$ cat src/logic/tvic_regs.vh
/*
 * Register offsets, field positions, reset values, vectors and timing
 * constants of the two-level vectored interrupt controller.
 * Assumes an AHB-Lite slave with 32-bit data, one register per word.
 */
// What this block does
// Select bit picks low level or edge
// Edge mode: high sample then low sets flag
// Vectoring clears external flag only in edge mode
// Timer overflow flags request; cleared on vectoring
// Serial request is rx or tx; never hardware-cleared
// Timer 2 request is overflow or external flag
// Software may set or clear every request flag
// Per-source enables plus one global enable
// Low handler preempted only by high level
// Level register bit map, 1 selects high
// Higher level first, then fixed polling order
// Flags sampled at state5_phase2, polled next cycle; the code polls them at the last clock of the same machine cycle
// Block call on level, non-final cycle, special instruction
// Blocked requests are not remembered
// Call pushes program counter, loads source vector
// Hardware call lasts two machine cycles
// Return from handler clears active level in progress
// External pin levels inverted and latched each cycle
// Requester holds pin levels one machine cycle
// Level requester holds request until call
// Single-source response between three and eight cycles
// Sequencer gives final-cycle and special flags, takes call
`ifndef TVIC_REGS_VH
`define TVIC_REGS_VH
`define TVIC_OFF_FLAGS   12'h000
`define TVIC_OFF_ENABLE  12'h004
`define TVIC_OFF_LEVEL   12'h008
`define TVIC_OFF_STATUS  12'h00C
`define TVIC_OFF_CTRL    12'h010
// Flags register fields.
`define TVIC_F_EXT0      0
`define TVIC_F_TMR0      1
`define TVIC_F_EXT1      2
`define TVIC_F_TMR1      3
`define TVIC_F_RX        4
`define TVIC_F_TX        5
`define TVIC_F_T2OV      6
`define TVIC_F_T2EX      7
// Enable register: bits 5..0 sources, bit 7 global enable.
`define TVIC_EN_GLOBAL   7
`define TVIC_LEVEL_MASK  8'h3F
`define TVIC_ENABLE_MASK 8'hBF
// Control register fields.
`define TVIC_C_EDGE0     0
`define TVIC_C_EDGE1     1
`define TVIC_RESET_BYTE  8'h00
// Machine cycle is 12 clocks; sampling slot within it.
`define TVIC_MC_LAST     4'hB
`define TVIC_MC_SAMPLE   4'h9
`define TVIC_VEC0        16'h0003
`define TVIC_VEC_STEP    16'h0008
`define TVIC_CALL_CYCLES 2'h2
`endif

$ cat src/logic/tvic_ctrl.v
/*
 * Six-source two-level vectored interrupt controller with AHB-Lite
 * register access. Assumes a CPU sequencer that reports final cycle and
 * special instructions once per machine cycle and takes call requests.
 */
`timescale 1ns/1ps
`default_nettype none
`include "tvic_regs.vh"
module tvic_ctrl (
    input  wire        hclk,             // 40 MHz clock
    input  wire        hresetn,          // async reset, active low
    input  wire        hsel,             // slave select
    input  wire [11:0] haddr,            // byte address
    input  wire [1:0]  htrans,           // transfer type
    input  wire        hwrite,           // write
    input  wire [2:0]  hsize,            // transfer size
    input  wire        hready,           // bus ready in
    input  wire [31:0] hwdata,           // write data
    output wire [31:0] hrdata,           // read data
    output wire        hreadyout,        // always ready
    output wire        hresp,            // always OKAY
    input  wire        ext_request_pin_0, // external request 0 pin
    input  wire        ext_request_pin_1, // external request 1 pin
    input  wire        timer0_rollover,  // timer 0 rollover pulse
    input  wire        timer1_rollover,  // timer 1 rollover pulse
    input  wire        timer2_rollover,  // timer 2 overflow pulse
    input  wire        timer2_ext_event, // timer 2 external pulse
    input  wire        rx_done,          // receive done pulse
    input  wire        tx_done,          // transmit done pulse
    input  wire        final_cycle,      // instruction in final cycle
    input  wire        special_instr,    // return or enable/level access
    input  wire        handler_return,   // return_from_handler executed
    output reg         call_req,         // long_subroutine_call request
    output reg  [15:0] call_vector,      // vector address of call
    output wire        machine_cycle_end // last clock of machine cycle
);
    reg  [3:0]  phase;
    reg  [1:0]  pin0_sync;
    reg  [1:0]  pin1_sync;
    reg         pin0_prev;
    reg         pin1_prev;
    reg  [7:0]  flags;
    reg  [7:0]  source_enable_reg;
    reg  [7:0]  level_select_reg;
    reg  [1:0]  ctrl;
    reg  [5:0]  sampled;
    reg  [1:0]  in_progress;        // bit 1 high level, bit 0 low level
    reg  [1:0]  call_cnt;
    reg  [2:0]  call_src;
    reg         call_high;
    reg         dp_write;
    reg         dp_read;
    reg  [11:0] dp_addr;
    reg  [31:0] rdata;
    reg  [7:0]  next_flags;
    reg  [2:0]  sel_src;
    reg         sel_valid;
    reg         sel_high;
    integer     i;

    wire mc_end    = (phase == `TVIC_MC_LAST);
    wire sample_pt = (phase == `TVIC_MC_SAMPLE);
    wire edge0     = ctrl[`TVIC_C_EDGE0];
    wire edge1     = ctrl[`TVIC_C_EDGE1];
    wire calling   = (call_cnt != 2'h0);
    wire take_call = mc_end && sel_valid && final_cycle && !special_instr && !calling;
    wire [5:0] req = {flags[`TVIC_F_T2OV] | flags[`TVIC_F_T2EX],
                      flags[`TVIC_F_RX] | flags[`TVIC_F_TX],
                      flags[`TVIC_F_TMR1], flags[`TVIC_F_EXT1],
                      flags[`TVIC_F_TMR0], flags[`TVIC_F_EXT0]};

    assign hreadyout         = 1'b1;
    assign hresp             = 1'b0;
    assign hrdata            = rdata;
    assign machine_cycle_end = mc_end;

    always @(posedge hclk or negedge hresetn) begin
        if (!hresetn) begin
            phase <= 4'h0;
        end else if (mc_end) begin
            phase <= 4'h0;
        end else begin
            phase <= phase + 4'h1;
        end
    end

    // Two-stage synchronisers; only the second stage feeds logic.
    always @(posedge hclk or negedge hresetn) begin
        if (!hresetn) begin
            pin0_sync <= 2'b11;
            pin1_sync <= 2'b11;
        end else begin
            pin0_sync <= {pin0_sync[0], ext_request_pin_0};
            pin1_sync <= {pin1_sync[0], ext_request_pin_1};
        end
    end

    // Priority resolution over the sampled requests: high level first,
    // then lowest source index, and never into an equal or higher level.
    always @* begin
        sel_valid = 1'b0;
        sel_high  = 1'b0;
        sel_src   = 3'h0;
        for (i = 5; i >= 0; i = i - 1) begin
            if (sampled[i] && level_select_reg[i] && !in_progress[1]) begin
                sel_valid = 1'b1;
                sel_high  = 1'b1;
                sel_src   = i[2:0];
            end
        end
        if (!sel_valid) begin
            for (i = 5; i >= 0; i = i - 1) begin
                if (sampled[i] && !level_select_reg[i] && (in_progress == 2'b00)) begin
                    sel_valid = 1'b1;
                    sel_src   = i[2:0];
                end
            end
        end
    end

    // Flag update. Hardware sets win over software and vector clears.
    always @* begin
        next_flags = flags;
        if (dp_write && dp_addr == `TVIC_OFF_FLAGS) begin
            next_flags = hwdata[7:0];
        end
        if (take_call) begin
            if (sel_src == 3'h0 && edge0) next_flags[`TVIC_F_EXT0] = 1'b0;
            if (sel_src == 3'h2 && edge1) next_flags[`TVIC_F_EXT1] = 1'b0;
            if (sel_src == 3'h1) next_flags[`TVIC_F_TMR0] = 1'b0;
            if (sel_src == 3'h3) next_flags[`TVIC_F_TMR1] = 1'b0;
        end
        if (sample_pt) begin
            if (edge0) begin
                if (pin0_prev && !pin0_sync[1]) next_flags[`TVIC_F_EXT0] = 1'b1;
            end else begin
                next_flags[`TVIC_F_EXT0] = !pin0_sync[1];
            end
            if (edge1) begin
                if (pin1_prev && !pin1_sync[1]) next_flags[`TVIC_F_EXT1] = 1'b1;
            end else begin
                next_flags[`TVIC_F_EXT1] = !pin1_sync[1];
            end
        end
        if (timer0_rollover)  next_flags[`TVIC_F_TMR0] = 1'b1;
        if (timer1_rollover)  next_flags[`TVIC_F_TMR1] = 1'b1;
        if (rx_done)          next_flags[`TVIC_F_RX]   = 1'b1;
        if (tx_done)          next_flags[`TVIC_F_TX]   = 1'b1;
        if (timer2_rollover)  next_flags[`TVIC_F_T2OV] = 1'b1;
        if (timer2_ext_event) next_flags[`TVIC_F_T2EX] = 1'b1;
    end

    always @(posedge hclk or negedge hresetn) begin
        if (!hresetn) begin
            flags     <= `TVIC_RESET_BYTE;
            pin0_prev <= 1'b1;
            pin1_prev <= 1'b1;
            sampled   <= 6'h00;
        end else begin
            flags <= next_flags;
            if (sample_pt) begin
                pin0_prev <= pin0_sync[1];
                pin1_prev <= pin1_sync[1];
                // Fresh snapshot each cycle, so nothing blocked is kept.
                sampled <= req & source_enable_reg[5:0]
                         & {6{source_enable_reg[`TVIC_EN_GLOBAL]}};
            end
        end
    end

    // Call sequence: request held for two machine cycles with the vector.
    always @(posedge hclk or negedge hresetn) begin
        if (!hresetn) begin
            call_cnt    <= 2'h0;
            call_req    <= 1'b0;
            call_vector <= 16'h0000;
            call_src    <= 3'h0;
            call_high   <= 1'b0;
            in_progress <= 2'b00;
        end else begin
            // A return in the same clock as a new call must not be lost.
            if (handler_return) begin
                if (in_progress[1]) in_progress[1] <= 1'b0;
                else                in_progress[0] <= 1'b0;
            end
            if (take_call) begin
                call_cnt    <= `TVIC_CALL_CYCLES;
                call_req    <= 1'b1;
                call_src    <= sel_src;
                call_high   <= sel_high;
                call_vector <= `TVIC_VEC0 + {10'h000, sel_src, 3'b000};
                if (sel_high) in_progress[1] <= 1'b1;
                else          in_progress[0] <= 1'b1;
            end else if (mc_end && calling) begin
                call_cnt <= call_cnt - 2'h1;
                if (call_cnt == 2'h1) call_req <= 1'b0;
            end
        end
    end

    // AHB-Lite slave: zero wait states, writes land in the data phase.
    always @(posedge hclk or negedge hresetn) begin
        if (!hresetn) begin
            dp_write <= 1'b0;
            dp_read  <= 1'b0;
            dp_addr  <= 12'h000;
        end else if (hready) begin
            dp_write <= hsel && htrans[1] && hwrite;
            dp_read  <= hsel && htrans[1] && !hwrite;
            dp_addr  <= haddr;
        end
    end

    always @(posedge hclk or negedge hresetn) begin
        if (!hresetn) begin
            source_enable_reg <= `TVIC_RESET_BYTE;
            level_select_reg  <= `TVIC_RESET_BYTE;
            ctrl              <= 2'b00;
        end else if (dp_write) begin
            case (dp_addr)
            `TVIC_OFF_ENABLE: source_enable_reg <= hwdata[7:0] & `TVIC_ENABLE_MASK;
            `TVIC_OFF_LEVEL:  level_select_reg  <= hwdata[7:0] & `TVIC_LEVEL_MASK;
            `TVIC_OFF_CTRL:   ctrl              <= hwdata[1:0];
            default: ;
            endcase
        end
    end

    always @* begin
        case (dp_addr)
        `TVIC_OFF_FLAGS:  rdata = {24'h000000, flags};
        `TVIC_OFF_ENABLE: rdata = {24'h000000, source_enable_reg};
        `TVIC_OFF_LEVEL:  rdata = {24'h000000, level_select_reg};
        `TVIC_OFF_STATUS: rdata = {19'h00000, call_high, call_src, call_req,
                                   in_progress, sampled};
        `TVIC_OFF_CTRL:   rdata = {30'h00000000, ctrl};
        default:          rdata = 32'h00000000;
        endcase
    end
endmodule // tvic_ctrl
`default_nettype wire

$ cat config.mk
export PLATFORM = sky130hd
export DESIGN_NAME = tvic_ctrl
export DESIGN_NICKNAME = d
export VERILOG_FILES = /design/src/logic/tvic_ctrl.v
export VERILOG_INCLUDE_DIRS = /design/src /design/src/logic
export SDC_FILE = /design/constraint.sdc
export NUM_CORES = 1
export LEC_CHECK = 0
export BUFFER_PORTS_ARGS = -buffer_cell sky130_fd_sc_hd__buf_4
export CORE_ASPECT_RATIO = 1.5
export CORE_UTILIZATION = 35
export DETAILED_ROUTE_END_ITERATION = 8
export HOLD_SLACK_MARGIN = 0.1
export PLACE_DENSITY_LB_ADDON = 0.3
export RECOVER_POWER = 50
export SLEW_MARGIN = 20
export SYNTH_ARGS = -nofsm -noshare
export SYNTH_HDL_FRONTEND = slang
export SYNTH_SLANG_ARGS = --single-unit
export TNS_END_PERCENT = 50
$ cat constraint.sdc
create_clock -name hclk -period 2.6 [get_ports hclk]
set_clock_uncertainty 0.05 [all_clocks]
set_input_delay 0.52 -clock hclk [delete_from_list [all_inputs] [get_ports hclk]]
set_output_delay 0.52 -clock hclk [all_outputs]
set_load 0.05 [all_outputs]
==> impl_metrics.toml <==
[run_status]
outcome = "finished, violations left"
violations = "max-capacitance violations, max-slew violations, negative setup slack"

[cts]
clk_pin_slew_worst_paths_ns = 0.05
cts_tree = "done"
postCtsHoldBufs = 0
cts-root-buf = "clkbuf_16"
numCtsBuffers = 9
clk_latency_ns = 0.33
clock_tree.htree_level_count = 3
clockBufferDepth = 2
cts.sinks = 62

[synth]
synth_edf_count = 0
synth.most_common_cell = "dfrtp_1"
yosysSeqAreaShare_pct = 48.5
async_reset_ff_share_pct = 100
syn_inst = 304
avgSynthCellArea_um2 = 10.6
synth_flop_cell = "dfrtp_1"
synth-seq-cells = 62
ys_top_cells_by_count = "dfrtp_1, buf_4, mux2_2"
yosysTopAreaCellShare_pct = 43.6
synth_area_um2 = 3210
synth.distinct_cells = 45
synth_area_leaders = "dfrtp_1, mux2_2, buf_4"
yosys.area.top_type = "dfrtp_1"
ys_warn_count = 0

[sta]
finalMaxSlewViolations = 63
worst_pin_slew_ns = 1.58
hold_viol_final = 0
max_clock_freq_ghz = 0.337
rsz0062_at_grt = "true"
hold-worst-slack_ns = 0.249
finalCritPeriodShare_pct = 114
worst_slack_ns = -0.364
slew_headroom_pct = -5.67
fin_crit_ns = 2.96
setup_viol = 21

[die]
rows = 42
die_h_um = 119
die_w_um = 80.2
die-area_um2 = 9570
core-area_um2 = 8880
start_util_pct = 36.2
io_pins = 117

[cells_and_area]
fin_util_pct = 46.4
post_route_cells_drive_above_1_share_pct = 37.4
fin_nets = 444
area_growth_pct = 28.4
n_fill_cell = 850
antennaDiodeCount = 0
instances_no_fill = 490
largest_reg_flops = 12

[placement]
dp_hpwl_mm = 5.15
portBuffers = 56
placedCellCount = 471
gp_congestion = 0.837

[worst_setup_path]
critPathCapture = "hrdata[1]"
crit_path_start = "dp_addr[1]"
rr_worst_depth = 6
r2r_end = "flags[4]"
crit_fanout = 7
reg2reg_slack_ns = -0.18
endpoint_kind = "output pin"
start_kind = "flip-flop"
worstSetupPathType = "flip-flop to output pin"
arrival_ns = 2.39
reg2reg_from = "dp_addr[1]"
cp.required_ns = 2.03

[detailed_routing]
wl_per_cell_um = 14.5
first_pass_iters = 4
finalWirelength_mm = 7.09
via_count = 2405
route.detailed.drc = 0
via_per_inst = 4.91
drtIter0Drc = 158
antenna_violating_nets_post_route = 0

[grt]
grt_pass1_vias = 2360
antenna_found_initial = 0
grt_pass1_wl_mm = 11.5
grt_use_total_pct = 16.3
gr-total-overflow = 0
grt_max_degree = 63

[run]
max_cap_viol_count = 1

[hold_path]
worstHoldPathCells = 1
hold_path.class = "input port to flip-flop"

[power_and_ir_drop]
p_leak_nw = 1.92
ir_worst_vdd_mv = 0.459
cellPowerDensity_nw_per_um2 = 629
## per-stage QoR
stage | power, mW | setup WS [ns] | area [µm²] | setup TNS, ns
floorplan | 1.35 | 0.00907 | 3350 | 0
global placement | 1.41 | -0.0654 | 3710 | -0.417
detailed placement | 1.42 | -0.0815 | 3710 | -0.605
CTS | 2.63 | -0.371 | 4100 | -4.70
global route | 2.70 | -0.439 | 4120 | -6.22
finish | 2.60 | -0.364 | 4120 | -4.45
## worst max-delay path: stages, from the launching register on
cell      delay [ns]
dfrtp_1         0.37
or4_4           0.54
or4_4           0.47
nor2_1          0.13
buf_4           0.18
a222oi_1        0.12
nand2_2         0.11
buf_8           0.15
## layout by cell type, fill, tap and decap left out, types with 3 or more instances in the layout
cell and count:
dfrtp_1 56, buf_4 52, conb_1 32, mux2_2 31, nand2_1 23, o21ai_0 16
inv_1 11, nor2_1 11, buf_6 11, nand2b_1 10, a22oi_1 9, clkbuf_16 9
nand3_1 7, and3_1 7, nor3_1 6, nand2_2 6, dfstp_2 6, and2_1 5
a211o_1 5, a21oi_1 4, nor2b_1 4, ha_1 4, buf_8 4, a22oi_2 3
a222oi_1 3, mux2i_1 3, o211ai_1 3, clkinv_2 3
## power by group
group	switching (mW)	internal, mW
clock	0.407	0.788
sequential	0.0463	1.03
combinational	0.223	0.106
## timing repair
action                                  4_1_cts  5_1_grt
pin swaps                                     0        3
hold endpoints to repair                      0        0
endpoints found under the setup margin       18       21
resized for setup                            20        4
buffers inserted                              2        1
## per-layer routing
layer / track usage (%) / part of all wire [%]
met1: 18.7 / 41
met2: 27.8 / 53
met3: 4.21 / 3.7
met4: 7.81 / 2.2
met5: 0 / 0
## how the worst min path moves through the flow
| stage | start | to |
|---|---|---|
| after CTS | ext_request_pin_1 | pin1_sync[0] |
| after global routing | ext_request_pin_0 | pin0_sync[0] |
| after global placement | pin1_sync[0] | pin1_sync[1] |
| final | ext_request_pin_1 | pin1_sync[0] |
| after detailed placement | pin1_sync[0] | pin1_sync[1] |
| after floorplan | hresetn | call_cnt[0] |
## cells by family (layout without fill, tap and decap cells)
kind of cell	count (synthesis)	in the layout	synth area share, %
mux	35	35	12.3
fa+ha+maj	4	4	1.56
buf+inv	53	99	10.3
other cells	2	32	0.234
compound gates	56	56	12.2
simple gates	92	92	14.9
flops	62	62	48.5
## cell type report
cell class                 instances  area (µm²)  area share (%)
clock inverter                     4        45.0            1.09
timing repair buffer              71         598            14.5
tap                              110         138            3.34
clock buffer                      12         256            6.22
inverter                          12        45.0            1.09
multi-input combinational        219        1480            36.0
sequential                        62        1560            37.8
No activity file was read; power rests on OpenSTA's default activity.
